File: src/rtl/rmac_map.svh
// Constants for the reorder memory address control
`ifndef RMAC_MAP_SVH
`define RMAC_MAP_SVH
`define RMAC_DATA_W 16
`define RMAC_ADDR_W 9
`define RMAC_CNT_W 11
`define RMAC_IDX_W 5
`define RMAC_NUM_MEM 8
`define RMAC_CASE_MAX 3'h4
`define RMAC_CLK_NS 25
`define RMAC_RD_PER_NS 400
`define RMAC_RD_SPAN_NS 500
`define RMAC_RD_PER_CYC (`RMAC_RD_PER_NS / `RMAC_CLK_NS)
`define RMAC_RD_LAG_CYC \
   ((`RMAC_RD_SPAN_NS - `RMAC_RD_PER_NS) / `RMAC_CLK_NS)
`define RMAC_AUG_SHIFT 5
`define RMAC_AUG_STEP_LOG 3
`define RMAC_QUOT_SHIFT 3
`endif

File: src/rtl/rmac_pkg.sv
// Types shared by the reorder memory address control
`include "rmac_map.svh"
package rmac_pkg;
   typedef struct packed {
      logic [`RMAC_DATA_W-1:0] sum;
      logic [`RMAC_DATA_W-1:0] dif;
   } rmac_samp_t;

   typedef struct packed {
      logic [`RMAC_NUM_MEM-1:0] cs;
      logic [`RMAC_NUM_MEM-1:0] wr;
      logic [3:0] load;
   } rmac_ctl_t;

   typedef logic [`RMAC_NUM_MEM-1:0][`RMAC_ADDR_W-1:0] rmac_wadr_t;

   typedef struct packed {
      logic [2:0] case1;
      logic [2:0] case2;
      logic aug1;
      logic aug2;
      logic [`RMAC_CNT_W-1:0] t;
      logic run;
      rmac_samp_t [1:0] fifo;
      logic [1:0] cnt;
      logic head;
      rmac_samp_t [1:0] hold;
      rmac_wadr_t wa;
      logic [`RMAC_ADDR_W-1:0] ra;
      logic [`RMAC_ADDR_W-1:0] rb;
      logic [4:0] tmr;
      logic [2:0] lag;
      logic [`RMAC_IDX_W-1:0] bidx;
      rmac_ctl_t ctl;
   } rmac_state_t;
endpackage

File: src/rtl/rmac_ctrl.sv
// Reorder memory address and strobe controller
// Summary of operation
// - Eight memories, each at half clock rate
// - Channels load alternate holders, held two steps
// - Each holder feeds two alternating memories
// - Read precedes write; sequential read addresses
// - Memories start reading word zero, 400 ns
// - Interim read address copy for B memories
// - Group one sum, group two difference
// - Per-memory size follows case table
// - Strobes decoded from the control counter
// - Shared read address spans twenty clocks
// - Own write address, held two steps
// - Base table plus aperture multiples of K
// - Address is base(t mod l) plus offset
// - Sum and difference addresses reduced modulo
// - Eleven bit time counter from aperture start
// - Quotient by dropping three bits, shifting
// - Optional augmented base table, steps eight
// - Difference address drops sum MSB
`timescale 1ns/1ps
`include "rmac_map.svh"
module rmac_ctrl (
   // Clock and reset
   input wire logic clock_i,
   input wire logic rst_i,
   // Static configuration
   input wire logic [2:0] case_sel_i,
   input wire logic aug_mode_i,
   // Sample stream from the first transform
   input wire logic in_valid_i,
   input wire rmac_pkg::rmac_samp_t in_data_i,
   output logic in_ready_o,
   // Memory step permission
   input wire logic mem_ready_i,
   // External base address table
   output logic [`RMAC_IDX_W-1:0] base_idx_o,
   input wire logic [`RMAC_ADDR_W-1:0] base_addr_i,
   // Memory side
   output rmac_pkg::rmac_samp_t [1:0] hold_o,
   output rmac_pkg::rmac_wadr_t wr_addr_o,
   output logic [`RMAC_ADDR_W-1:0] rd_addr_a_o,
   output logic [`RMAC_ADDR_W-1:0] rd_addr_b_o,
   output rmac_pkg::rmac_ctl_t ctl_o,
   output logic [`RMAC_CNT_W-1:0] time_o
);

   localparam logic [4:0] RD_PER = 5'(`RMAC_RD_PER_CYC);
   localparam logic [2:0] RD_LAG = 3'(`RMAC_RD_LAG_CYC);

   rmac_pkg::rmac_state_t st_q;
   rmac_pkg::rmac_state_t st_d;

   // Shift that turns t/8 into t/l for the selected case
   function automatic logic [1:0] quot_shift(input logic [2:0] c);
      logic [1:0] m;
      m = 2'h0;
      case (c)
         3'h0, 3'h1: m = 2'h0;
         3'h2, 3'h3: m = 2'h1;
         default: m = 2'h2;
      endcase
      return m;
   endfunction

   // Sum memory length mask, 32 words for case one up to 512
   function automatic logic [`RMAC_ADDR_W-1:0] sum_mask(
      input logic [2:0] c);
      logic [`RMAC_ADDR_W-1:0] k;
      k = 9'h01f;
      case (c)
         3'h0: k = 9'h01f;
         3'h1: k = 9'h03f;
         3'h2: k = 9'h07f;
         3'h3: k = 9'h0ff;
         default: k = 9'h1ff;
      endcase
      return k;
   endfunction

   logic [2:0] cq;
   logic adv;
   logic push;
   logic tail;
   logic [1:0] m;
   logic [`RMAC_CNT_W-1:0] quot;
   logic [`RMAC_CNT_W-1:0] offs;
   logic [`RMAC_CNT_W-1:0] full;
   logic [`RMAC_ADDR_W-1:0] amax;
   logic [`RMAC_ADDR_W-1:0] asum;
   logic [`RMAC_ADDR_W-1:0] adif;
   logic [`RMAC_CNT_W-1:0] pv;
   logic [`RMAC_CNT_W-1:0] tn;

   // Clamp an out-of-range case to the largest configuration
   assign cq = (st_q.case2 > `RMAC_CASE_MAX) ? `RMAC_CASE_MAX
                                              : st_q.case2;
   assign m = quot_shift(cq);
   assign amax = sum_mask(cq);
   assign adv = (st_q.cnt != 2'h0) && mem_ready_i;
   assign push = in_valid_i && (st_q.cnt != 2'h2);
   assign tail = st_q.head ^ st_q.cnt[0];
   assign pv = st_q.t - 11'h001;

   // Write address arithmetic for the current time index
   always_comb begin
      quot = 11'h000;
      if (st_q.aug2) begin
         offs = {st_q.t[`RMAC_CNT_W-1:`RMAC_AUG_SHIFT],
                 5'h00} >> (`RMAC_AUG_SHIFT - `RMAC_AUG_STEP_LOG);
      end else begin
         quot = {3'h0, st_q.t[`RMAC_CNT_W-1:`RMAC_QUOT_SHIFT]} >> m;
         offs = quot << (m + 2'h1);
      end
      full = {2'h0, base_addr_i} + offs;
      asum = full[`RMAC_ADDR_W-1:0] & amax;
      adif = asum & (amax >> 1);
   end

   // Next state: buffer, counters, addresses and strobes
   always_comb begin
      st_d = st_q;
      st_d.case1 = case_sel_i;
      st_d.case2 = st_q.case1;
      st_d.aug1 = aug_mode_i;
      st_d.aug2 = st_q.aug1;
      st_d.ctl = '0;
      // Two-entry buffer keeps words while memories stall
      if (push) begin
         st_d.fifo[tail] = in_data_i;
      end
      if (adv) begin
         st_d.head = ~st_q.head;
      end
      st_d.cnt = st_q.cnt + {1'b0, push} - {1'b0, adv};
      if (adv) begin
         st_d.run = 1'b1;
         st_d.t = st_q.t + 11'h001;
         // Holders alternate per step so each holds two steps
         st_d.hold[st_q.t[0]] = st_q.fifo[st_q.head];
         st_d.ctl.load[{1'b0, st_q.t[0]}] = 1'b1;
         st_d.ctl.load[{1'b1, st_q.t[0]}] = 1'b1;
         // Index is {group, holder, unit}; group 0 is the sum
         st_d.wa[{1'b0, st_q.t[0], st_q.t[1]}] = asum;
         st_d.wa[{1'b1, st_q.t[0], st_q.t[1]}] = adif;
         // Memory read this step, written the next one
         st_d.ctl.cs[{1'b0, st_q.t[0], st_q.t[1]}] = 1'b1;
         st_d.ctl.cs[{1'b1, st_q.t[0], st_q.t[1]}] = 1'b1;
         if (st_q.run) begin
            st_d.ctl.cs[{1'b0, pv[0], pv[1]}] = 1'b1;
            st_d.ctl.cs[{1'b1, pv[0], pv[1]}] = 1'b1;
            st_d.ctl.wr[{1'b0, pv[0], pv[1]}] = 1'b1;
            st_d.ctl.wr[{1'b1, pv[0], pv[1]}] = 1'b1;
         end
      end
      // Base table index for the next time index
      tn = st_d.t;
      if (st_q.aug2) begin
         st_d.bidx = tn[`RMAC_IDX_W-1:0];
      end else begin
         st_d.bidx = tn[`RMAC_IDX_W-1:0]
                     & 5'((6'h08 << quot_shift(cq)) - 6'h01);
      end
      // Sequential read address; B copy trails so a value spans
      // the whole first read cycle of all four memories
      if (st_q.run) begin
         if (st_q.tmr == RD_PER - 5'h01) begin
            st_d.tmr = 5'h00;
            st_d.ra = (st_q.ra + 9'h001) & amax;
            st_d.lag = RD_LAG;
         end else begin
            st_d.tmr = st_q.tmr + 5'h01;
         end
      end
      if (st_q.lag == 3'h1) begin
         st_d.rb = st_q.ra;
      end
      if (st_q.lag != 3'h0) begin
         st_d.lag = (st_q.tmr == RD_PER - 5'h01) ? RD_LAG
                                                  : st_q.lag - 3'h1;
      end
      // Reset restarts the first aperture; the option synchronisers
      // keep loading so a step right after release sees the real case
      if (rst_i) begin
         st_d = '0;
         st_d.case1 = case_sel_i;
         st_d.case2 = st_q.case1;
         st_d.aug1 = aug_mode_i;
         st_d.aug2 = st_q.aug1;
      end
   end

   // State register
   always_ff @(posedge clock_i) begin
      st_q <= st_d;
   end

   // Outputs
   assign in_ready_o = (st_q.cnt != 2'h2);
   assign base_idx_o = st_q.bidx;
   assign hold_o = st_q.hold;
   assign wr_addr_o = st_q.wa;
   assign rd_addr_a_o = st_q.ra;
   assign rd_addr_b_o = st_q.rb;
   assign ctl_o = st_q.ctl;
   assign time_o = st_q.t;

   // A write always follows the read of the same memory
   rd_then_wr_a: assert property (@(posedge clock_i) disable iff (rst_i)
      (|st_q.ctl.wr) && $past(|st_q.ctl.cs)
      |-> st_q.ctl.wr == $past(st_q.ctl.cs & ~st_q.ctl.wr))
      else $error("write not preceded by read of same memory");

   // At most one memory per group writes each step
   one_writer_a: assert property (@(posedge clock_i) disable iff (rst_i)
      $onehot0(st_q.ctl.wr[3:0]) && $onehot0(st_q.ctl.wr[7:4]))
      else $error("two memories of one group write together");

   // A holding register stays put for the following step
   hold_stable_a: assert property (
      @(posedge clock_i) disable iff (rst_i)
      $changed(st_q.hold[0]) |=> $stable(st_q.hold[0]))
      else $error("holding register reloaded too early");

   // B read address copies A after the fixed lag
   rd_copy_lag_a: assert property (
      @(posedge clock_i) disable iff (rst_i)
      $changed(st_q.ra) |-> ##4 (st_q.rb == $past(st_q.ra, 4)))
      else $error("B read address copy late or wrong");

   // Read address steps only at the end of its period
   rd_period_a: assert property (@(posedge clock_i) disable iff (rst_i)
      $changed(st_q.ra) |-> $past(st_q.tmr) == RD_PER - 5'h01)
      else $error("read address stepped off period");

   // A fresh write address stands for the next step too
   wa_held_a: assert property (@(posedge clock_i) disable iff (rst_i)
      $changed(st_q.wa[0]) |=> $stable(st_q.wa[0]))
      else $error("write address not held two cycles");

   // Difference address equals sum address less its top bit
   dif_from_sum_a: assert property (
      @(posedge clock_i) disable iff (rst_i)
      $changed(st_q.wa[4]) |-> st_q.wa[4] == (st_q.wa[0] & (amax >> 1)))
      else $error("difference address mismatch");

   // Sum write address never exceeds memory length
   sum_modulo_a: assert property (
      @(posedge clock_i) disable iff (rst_i)
      $changed(st_q.wa[0]) |-> (st_q.wa[0] & ~amax) == 9'h000)
      else $error("sum write address out of range");

   // Time counter advances once per accepted step
   time_step_a: assert property (@(posedge clock_i) disable iff (rst_i)
      adv |=> st_q.t == $past(st_q.t) + 11'h001)
      else $error("time counter failed to advance");

   // Both groups load the same holder in one step
   load_pair_a: assert property (
      @(posedge clock_i) disable iff (rst_i)
      |st_q.ctl.load |-> st_q.ctl.load inside {4'h5, 4'ha})
      else $error("holding register loads not paired");

   // Strobes only follow an accepted step
   ctl_idle_a: assert property (
      @(posedge clock_i) disable iff (rst_i)
      !$past(adv) |-> st_q.ctl == '0)
      else $error("strobe without a memory step");

   // Sum and difference groups run in lockstep
   grp_mirror_a: assert property (
      @(posedge clock_i) disable iff (rst_i)
      st_q.ctl.cs[3:0] == st_q.ctl.cs[7:4]
      && st_q.ctl.wr[3:0] == st_q.ctl.wr[7:4])
      else $error("memory groups out of step");

   // Time index holds while no step is taken
   time_hold_a: assert property (
      @(posedge clock_i) disable iff (rst_i)
      !adv |=> $stable(st_q.t))
      else $error("time counter moved without a step");

   // Read addresses stay inside the memory length
   rd_range_a: assert property (
      @(posedge clock_i) disable iff (rst_i)
      ((st_q.ra | st_q.rb) & ~amax) == 9'h000)
      else $error("read address beyond memory length");

   // Read period timer never passes its period
   tmr_range_a: assert property (
      @(posedge clock_i) disable iff (rst_i)
      st_q.tmr < RD_PER)
      else $error("read period timer out of range");

   // The first step after reset only reads
   first_read_a: assert property (
      @(posedge clock_i) disable iff (rst_i)
      $past(adv) && !$past(st_q.run) |-> st_q.ctl.wr == 8'h00)
      else $error("write on the first step");

   // A write strobe always comes with its chip select
   wr_has_cs_a: assert property (
      @(posedge clock_i) disable iff (rst_i)
      (st_q.ctl.wr & ~st_q.ctl.cs) == 8'h00)
      else $error("write without chip select");

   // Reset leaves time and read address at the start
   rst_clear_a: assert property (
      @(posedge clock_i) disable iff (rst_i)
      $past(rst_i) |-> st_q.t == 11'h000 && st_q.ra == 9'h000)
      else $error("sequencing not restarted by reset");

   // B copy changes only when the lag runs out
   rb_stable_a: assert property (
      @(posedge clock_i) disable iff (rst_i)
      st_q.lag != 3'h1 |=> $stable(st_q.rb))
      else $error("B read address changed off its lag");

endmodule

File: config.mk
export PLATFORM = sky130hd
export DESIGN_NAME = rmac_ctrl
export DESIGN_NICKNAME = d
export VERILOG_FILES = /design/src/rtl/rmac_pkg.sv /design/src/rtl/rmac_ctrl.sv
export VERILOG_INCLUDE_DIRS = /design/src /design/src/rtl
export SDC_FILE = /design/constraint.sdc
export NUM_CORES = 1
export LEC_CHECK = 0
export ABC_AREA = 1
export BUFFER_PORTS_ARGS = -buffer_cell sky130_fd_sc_hd__buf_2
export CORE_MARGIN = 2
export CORE_UTILIZATION = 35
export DETAILED_ROUTE_END_ITERATION = 10
export PLACE_DENSITY = 0.6
export REMOVE_ABC_BUFFERS = 1
export SLEW_MARGIN = 10
export SYNTH_ARGS = -nofsm -noshare
export SYNTH_HDL_FRONTEND = slang
export SYNTH_SLANG_ARGS = --single-unit
File: constraint.sdc
create_clock -name clock_i -period 2.9 [get_ports clock_i]
set_input_delay 0.145 -clock clock_i [delete_from_list [all_inputs] [get_ports clock_i]]
set_output_delay 0.145 -clock clock_i [all_outputs]
set_load 0.05 [all_outputs]
=== Yosys cells after proc, flatten, opt, wreduce, memory -nomap -nowiden ===
Index checks and enable logic that the tools add are counted.

* Equal/unequal tests: 6
* Reduce and logical (&&, ||, !) cells: 21
* Magnitude comparators: 18
* Bitwise gates (word level): 13
* Shift-type cells: 3
* Multiplexer cells: 39
* $add $sub $neg: 10

{| class="wikitable"
|+ Operator list
! operator !! number
|-
| bitwise mux 72 bit || 2
|-
| bitwise mux 64 bit || 2
|-
| 2-to-1 mux 32 bit || 4
|-
| demux 32 bit (select 1 bit) || 2
|-
| demux 9 bit (select 2 bit) || 2
|-
| case mux 9 bit (4 select lines) || 1
|-
| 2-to-1 mux 9 bit || 3
|-
| AND 9 bit || 2
|-
| 2-to-1 mux 16 bit || 1
|-
| OR 4 x 8 -> 8 bit || 2
|-
| 2-to-1 mux 3 bit || 5
|-
| adder 11 x 1 -> 11 bit, second input constant || 1
|-
| left shift 11 x 2 -> 9 bit || 1
|-
| right shift 8 x 2 -> 11 bit || 1
|-
| logical AND 1 bit || 10
|-
| 2-to-1 mux 5 bit || 2
|-
| adder 9 x 1 -> 9 bit, second input constant || 1
|-
| adder 9 bit || 1
|-
| AND 9 x 8 -> 9 bit || 1
|-
| demux 1 bit (select 2 bit) || 4
|-
| < comparator 2 x 4 -> 1 bit, second input constant || 2
|-
| < comparator 3 x 4 -> 1 bit, second input constant || 2
|-
| OR 8 x 4 -> 8 bit || 1
|-
| OR 8 bit || 1
|-
| other kinds (34) || 56
|}

* Logic and storage cells: 143
* Input bits: 49
* Bits in registers: 274

=== Logic depth before layout (Yosys ltp) ===
Gate-level depths: netlist (run 1).

* Depth in word-level cells: 12
* Depth in mapped cells: 12
* Depth with buffers taken out: 12

=== Worst setup path after synthesis (run 1) ===
No wires, ideal clock.

* Kind: reg-to-reg
* Start: register st_q[270] (netlist name)
* End: register st_q (netlist bit wr_addr_o[40])
* Buffers on the path: 0
* Setup slack: 1081 ps
* Clock period less this slack: 1819 ps
* Cell stages (with the launch flop): 10
* Arrival time: 1749 ps
* Cells stage by stage: dfxtp_1 nor2_1 inv_1 nor3_1 fa_1 nand3_1 nand3_1 xor2_1 nand2_1 a21oi_1

* Longest elaborated chain between the ends: 12

{| class="wikitable"
|+ RTL lines
! element !! RTL line !! RTL
|-
| start: declaration || rmac_ctrl.sv:51 || <nowiki>rmac_pkg::rmac_state_t st_q;</nowiki>
|-
| start signal: assignment || rmac_ctrl.sv:195 || <nowiki>st_q <= st_d;</nowiki>
|-
| > comparator 3 bit (no line) || -- ||
|-
| 2-to-1 mux 3 bit (*) || rmac_ctrl.sv:96 || <nowiki>assign cq = (st_q.case2 > `RMAC_CASE_MAX) ? `RMAC_CASE_MAX</nowiki>
|-
| == test 3 x 2 -> 1 bit (tied with other cells) || rmac_ctrl.sv:58, rmac_ctrl.sv:71 ||
|-
| OR reduction 2 bit || rmac_ctrl.sv:58 || <nowiki>case (c)</nowiki>
|-
| case mux 2 bit (2 select lines) || rmac_ctrl.sv:58 ||
|-
| adder 2 x 1 -> 2 bit or right shift 8 x 2 -> 11 bit (tied branches) || rmac_ctrl.sv:113, rmac_ctrl.sv:112 ||
|-
| left shift 11 x 2 -> 9 bit || rmac_ctrl.sv:113 || <nowiki>offs = quot << (m + 2'h1);</nowiki>
|-
| 2-to-1 mux 9 bit || rmac_ctrl.sv:108 || <nowiki>if (st_q.aug2) begin</nowiki>
|-
| adder 9 bit || rmac_ctrl.sv:115 || <nowiki>full = {2'h0, base_addr_i} + offs;</nowiki>
|-
| AND 9 bit || rmac_ctrl.sv:116 || <nowiki>asum = full[`RMAC_ADDR_W-1:0] & amax;</nowiki>
|-
| bitwise mux 72 bit or AND 9 x 8 -> 9 bit (tied branches) || rmac_ctrl.sv:144, rmac_ctrl.sv:117 ||
|-
| bitwise mux 72 bit (*) || rmac_ctrl.sv:145 || <nowiki>st_d.wa[{1'b1, st_q.t[0], st_q.t[1]}] = adif;</nowiki>
|}

Every way passes the cells marked *; elsewhere a longest branch is shown, timed or not.
A chain may end at the register's enable or synchronous reset.

=== Worst setup path after layout (run 1) ===
Same ends and word-level chain as after synthesis.

==> results.json, run 1 <==
{
  "avgRoutedWirePerCell_um": 15.31,
  "irDropWorstVdd_mv": 0.5045,
  "leakage_nw": 5.900,
  "gp_congestion": 0.8420,
  "synth_top_area_share_pct": 45.34,
  "cts.sinks": 257,
  "r2r_end": "wr_addr_o[40]",
  "synth_edf_count": 0,
  "drt-initial-drc-count": 434,
  "netlist-cell-type-count": 34,
  "slew_headroom_pct": 33.28,
  "ant_nets": 0,
  "setup_viol": 0,
  "slew_violations": 0,
  "status": "finished clean",
  "finalCriticalPeriod_ns": 2.175,
  "syn_inst": 1473,
  "grtUsageTotal_pct": 17.30,
  "core-area_sq_um": 31720,
  "startpoint": "st_q[270]",
  "max-cap-violations": 0,
  "skew_ns": 0.01954,
  "hold_buffers": 36,
  "cts_tree": "done",
  "ys_warn_count": 0,
  "final.setup.tns_ns": 0,
  "crit_required_ns": 3.37,
  "tightest_slew_ns": 1.001,
  "power_density_nw_per_um2": 896.4,
  "drive_above_1_share_pct": 20.09,
  "grt_max_degree": 86,
  "grt_pass1_wl_mm": 47.16,
  "first_global_vias": 8706,
  "avgSynthCellArea_sq_um": 7.704,
  "hold_class": "in -> reg",
  "die_x_um": 184.1,
  "grt_remaining_overflow": 0,
  "power_w": 0.01136,
  "drc": 0,
  "wl_mm": 29.77,
  "reg2reg_setup_slack_ns": 0.72,
  "netlist_top_cells_area": "dfxtp_1, buf_4, nand2_1",
  "die_area_sq_um": 33880,
  "io_buffer_count": 235,
  "end_kind": "register",
  "synth_ff_type": "dfxtp_1",
  "worst_r2r_path_depth": 9,
  "reg2reg_from": "st_q[270]",
  "rsz0062_at_grt": "no",
  "layout_setup_ws_ns": 0.7246,
  "post-synth-top-count-cell": "nand2_1",
  "firstDrtPassIters": 5,
  "die_height_um": 184.1,
  "synthTopCellsByCount": "nand2_1, dfxtp_1, buf_4",
  "hold_violations": 0,
  "crit_end": "wr_addr_o[40]",
  "yosys.area.top_type": "dfxtp_1",
  "hpwl_mm": 19.98,
  "post_cts_resized": 0,
  "design_area_sq_um": 12670,
  "preCtsSetupSlack_ns": 0.7087,
  "ys_ff_latch": 257,
  "cts-root-buf": "clkbuf_16",
  "nNetsFinal": 1592,
  "core.rowCount": 65,
  "final_cells": 1945,
  "syn-cell-area_sq_um": 11350,
  "cts_setup_buffers": 0,
  "fmax_mhz": 459.7,
  "setup.worst_path.class": "reg -> reg",
  "path_clk_slew_ns": 0.06,
  "dr_total_vias": 9240,
  "start_kind": "register",
  "worstPathArrival_ns": 2.65,
  "cts-buffers-inserted": 29,
  "area_growth_pct": 11.68,
  "cp_max_fo": 6,
  "ys_seq_area_share_pct": 45.34,
  "pin_count": 240,
  "place_inst": 1858,
  "ctsLongestPathBuffers": 3,
  "period_share_pct": 75.01,
  "initial_core_util_pct": 35.78,
  "htree_levels": 1,
  "viasPerCell": 4.751,
  "insertion_delay_ns": 0.54,
  "synthArstFlopShare_pct": 0,
  "place_area_sq_um": 11360,
  "n_antenna_cell": 0,
  "antenna_found_initial": 0
}
## layout by cell type, fill, tap and decap left out, drive strengths merged
| master | n |
|---|---|
| bufinv | 3 |
| xor2 | 8 |
| nand2 | 272 |
| nor3 | 14 |
| nor2 | 116 |
| xnor2 | 2 |
| clkbuf | 42 |
| and3 | 1 |
| o21a | 4 |
| o21ai | 155 |
| nand4 | 7 |
| nand3 | 87 |
| nand3b | 1 |
| conb | 5 |
| fa | 1 |
| buf | 250 |
| clkinv | 5 |
| or2 | 2 |
| dfxtp | 257 |
| ha | 19 |
| dlygate4sd3 | 36 |
| clkinvlp | 2 |
| a21oi | 154 |
| nor3b | 1 |
| o22ai | 1 |
| inv | 98 |
## power by group
| part | total, W | switching, W | internal (W) |
|---|---|---|---|
| Sequential | 0.00442 | 0.000289 | 0.00413 |
| Clock | 0.00367 | 0.00145 | 0.00223 |
| Combinational | 0.00326 | 0.00248 | 0.000784 |
## worst max-delay path, stage by stage (launching register included)
cell	delay (ns)
dfxtp_1	0.36
nor2_1	0.15
inv_1	0.09
nor3_1	0.33
fa_1	0.31
nand3_1	0.09
nand3_1	0.11
xor2_1	0.35
nand2_1	0.18
a21oi_1	0.16
## metal layers
| layer | wire length [um] | vias up | track usage, % |
|---|---|---|---|
| met5 | 0 | - | 0 |
| met1 | 13600 | 4250 | 22.86 |
| met4 | 413 | 0 | 3.328 |
| li1 | - | 4660 | - |
| met2 | 13300 | 296 | 28.78 |
| met3 | 2463 | 34 | 4.219 |
## area by class of cell
type / instances / area, sq um
timing repair buffer: 286 / 1664
fill: 3268 / 19040
clock inverter: 9 / 128.9
tap: 402 / 503.0
inverter: 99 / 376.6
clock buffer: 42 / 824.5
sequential: 257 / 5146
multi-input combinational: 850 / 4030
## how the worst min path moves through the flow
stage | endpoint | slack (ns) | start | depth (start not counted)
2_1_floorplan | st_q[267] | 0.17 | aug_mode_i | 0
3_5_place_dp | st_q[273] | 0.25 | case_sel_i[2] | 1
6_report | st_q[207] | 0.07 | rst_i | 4
5_1_grt | st_q[207] | 0.09 | rst_i | 4
4_1_cts | time_o[6] | 0.05 | rst_i | 4
3_3_place_gp | st_q[267] | 0.25 | aug_mode_i | 1
## registers in the layout (all words and copies together), names as in the netlist
signal	cells
rd_addr_a_o	9
base_idx_o	5
time_o	8
ctl_o	10
hold_o	64
wr_addr_o	68
rd_addr_b_o	9
st_q	84
## kinds of logic (layout without fill, tap and decap cells)
kind of cell / after synthesis / count (layout) / synth area share (%)
xor gates and xnor gates: 10 / 10 / 0.7718
buffers and inverters: 370 / 436 / 19.28
DFF: 257 / 257 / 45.34
other: 1 / 5 / 0.03304
adders and majority gates: 20 / 20 / 2.271
AOI/OAI and AO/OA: 314 / 314 / 14.05
and+or+nand+nor: 501 / 501 / 18.26
## through the flow
stage,utilization (%),hold slack [ns]
floorplan,-,0.1727
global placement,35.81,0.2528
detailed placement,35.81,0.2548
CTS,39.96,0.05404
global route,39.96,0.09391
finish,39.96,0.07281
Note: power is estimated with default switching activity, not from simulation.
==> run 2: changes to the inputs <==
==> constraint.sdc (replaced) <==
create_clock -name clock_i -period 2.2 [get_ports clock_i]
set_input_delay 0.11 -clock clock_i [delete_from_list [all_inputs] [get_ports clock_i]]
set_output_delay 0.11 -clock clock_i [all_outputs]
set_load 0.05 [all_outputs]
==> results.json, run 2 (synthesized netlist as in run 1, its figures left out) <==
{
  "pin_count": 240,
  "status": "finished clean",
  "hpwl_mm": 19.89,
  "slew_headroom_pct": 32.41,
  "reg2reg_setup_slack_ns": 0.18,
  "first_global_vias": 8843,
  "cts-buffers-inserted": 28,
  "reg2reg_from": "base_idx_o[0]",
  "met2_usage_pct": 29.49,
  "busiest_layer": "met2",
  "grtUsageMet3_pct": 3.784,
  "seq_area_sq_um": 5146,
  "io_buffer_count": 235,
  "wl_mm": 29.74,
  "finalCriticalPeriod_ns": 2.016,
  "core.rowCount": 65,
  "p_switching_w": 0.005616,
  "grt_remaining_overflow": 0,
  "finalHoldWorstSlack_ns": 0.06972,
  "drc": 0,
  "worstPathArrival_ns": 2.49,
  "viasPerCell": 4.727,
  "die_height_um": 184.1,
  "antenna_found_initial": 0,
  "regMostFlops": "st_q",
  "setup_viol": 0,
  "grtUsageTotal_pct": 17.31,
  "met1_usage_pct": 22.30,
  "cts-root-buf": "clkbuf_16",
  "p_comb_share_pct": 28.1,
  "crit_chain": "clkinv_1 -> buf_4 -> nand2_2 -> buf_12 -> nand2_1 -> a21oi_1",
  "mostFrequentLayoutCells": "nand2_1, dfxtp_1, buf_2",
  "hold_class": "in -> reg",
  "ctsLongestPathBuffers": 3,
  "tightest_slew_ns": 1.014,
  "initial_core_util_pct": 35.78,
  "design_area_sq_um": 12870,
  "seq_power_share_pct": 38.0,
  "max-cap-violations": 0,
  "final_util_pct": 40.59,
  "rsz0062_at_grt": "no",
  "drt-initial-drc-count": 485,
  "die_x_um": 184.1,
  "setup.worst_path.class": "reg -> reg",
  "final_common_cell": "nand2_1",
  "end_kind": "register",
  "core-area_sq_um": 31720,
  "power_density_nw_per_um2": 1196,
  "dr_total_vias": 9228,
  "fmax_mhz": 496.1,
  "period_share_pct": 91.63,
  "insertion_delay_ns": 0.55,
  "area_growth_pct": 13.44,
  "drive_above_1_share_pct": 21.03,
  "ant_nets": 0,
  "worst_r2r_path_depth": 6,
  "firstDrtPassIters": 5,
  "final.setup.tns_ns": 0,
  "nNetsFinal": 1597,
  "cts_tree": "done",
  "leakage_nw": 6.002,
  "slew_violations": 0,
  "gp_congestion": 0.8618,
  "preCtsSetupSlack_ns": 0.009862,
  "largest_reg_flops": 84,
  "grt_pass1_wl_mm": 47.21,
  "p_clk_share_pct": 33.9,
  "place_area_sq_um": 11440,
  "startpoint": "base_idx_o[0]",
  "die_area_sq_um": 33880,
  "p_int_w": 0.009785,
  "hold_violations": 0,
  "htree_levels": 1,
  "multi_input_area_sq_um": 4063,
  "crit_end": "hold_o[29]",
  "path_clk_slew_ns": 0.06,
  "skew_ns": 0.009840,
  "irDropWorstVdd_mv": 0.5942,
  "avgRoutedWirePerCell_um": 15.23,
  "p_sw_share_pct": 36.47,
  "start_kind": "register",
  "cts_setup_buffers": 0,
  "cp_max_fo": 33,
  "max_stage_delay_ns": 0.59,
  "r2r_end": "hold_o[29]",
  "layout_setup_ws_ns": 0.1841,
  "crit_required_ns": 2.67,
  "cpMaxStageDelayCell": "dfxtp_1",
  "grt_max_degree": 86,
  "cts.sinks": 257,
  "fillCellCount": 3267,
  "n_antenna_cell": 0
}
==> run 2: changes by cell type in the layout (fill, tap and decap cells not counted), sizes merged <==
cell / change
buf: +6
clkinv: +1
inv: +1
clkbuf: -3
clkinvlp: -1
bufinv: +3
==> run 2: worst min path at each step <==
stage	cells after the start	endpoint	start
2_1_floorplan	0	st_q[267]	aug_mode_i
3_3_place_gp	1	st_q[273]	case_sel_i[2]
3_5_place_dp	1	st_q[271]	case_sel_i[0]
4_1_cts	4	st_q[187]	rst_i
5_1_grt	4	st_q[187]	mem_ready_i
6_report	4	st_q[187]	mem_ready_i
==> run 2: repair_timing <==
action	CTS	global route
hold endpoints to repair	68	0
hold buffers	36	0
setup endpoints to repair	1	17
resized for setup	1	5
==> run 2: cell type report <==
type	instances	area share, %
Tap cell	402	3.907
Clock inverter	13	1.837
Sequential cell	257	39.97
Inverter	99	2.925
Multi-Input combinational cell	850	31.56
Clock buffer	39	6.230
Timing Repair Buffer	292	13.57
==> run 2: power by group through the flow <==
stage          sequential, W  clock, W  combinational, W
6_report             0.00585   0.00522           0.00433
2_1_floorplan        0.00705         0           0.00179
3_5_place_dp         0.00594         0           0.00431
5_1_grt              0.00594   0.00552           0.00478
4_1_cts              0.00585   0.00535           0.00438
3_3_place_gp         0.00592         0           0.00426
==> run 2: layer usage <==
metal,vias up,part of all wire [%]
li1,4661,-
met1,4246,45
met2,285,45
met3,36,7.2
met4,0,2.2
met5,-,0
==> run 2: metrics by stage <==
| stage | cells | total power (W) |
|---|---|---|
| finish | 1952 | 0.01540 |
| global route | 1952 | 0.01624 |
| CTS | 1952 | 0.01557 |
| detailed placement | 1864 | 0.01025 |
| global placement | 1864 | 0.01018 |
| floorplan | 1206 | 0.008840 |
==> run 2: critical path, delay by kind of cell, from the launching register on <==
kind                   cells  cell delay, ns
AO/OA/AOI/OAI              1            0.14
flip-flops                 1            0.59
AND/OR/NAND/NOR            2            0.36
buffers and inverters      3            0.81
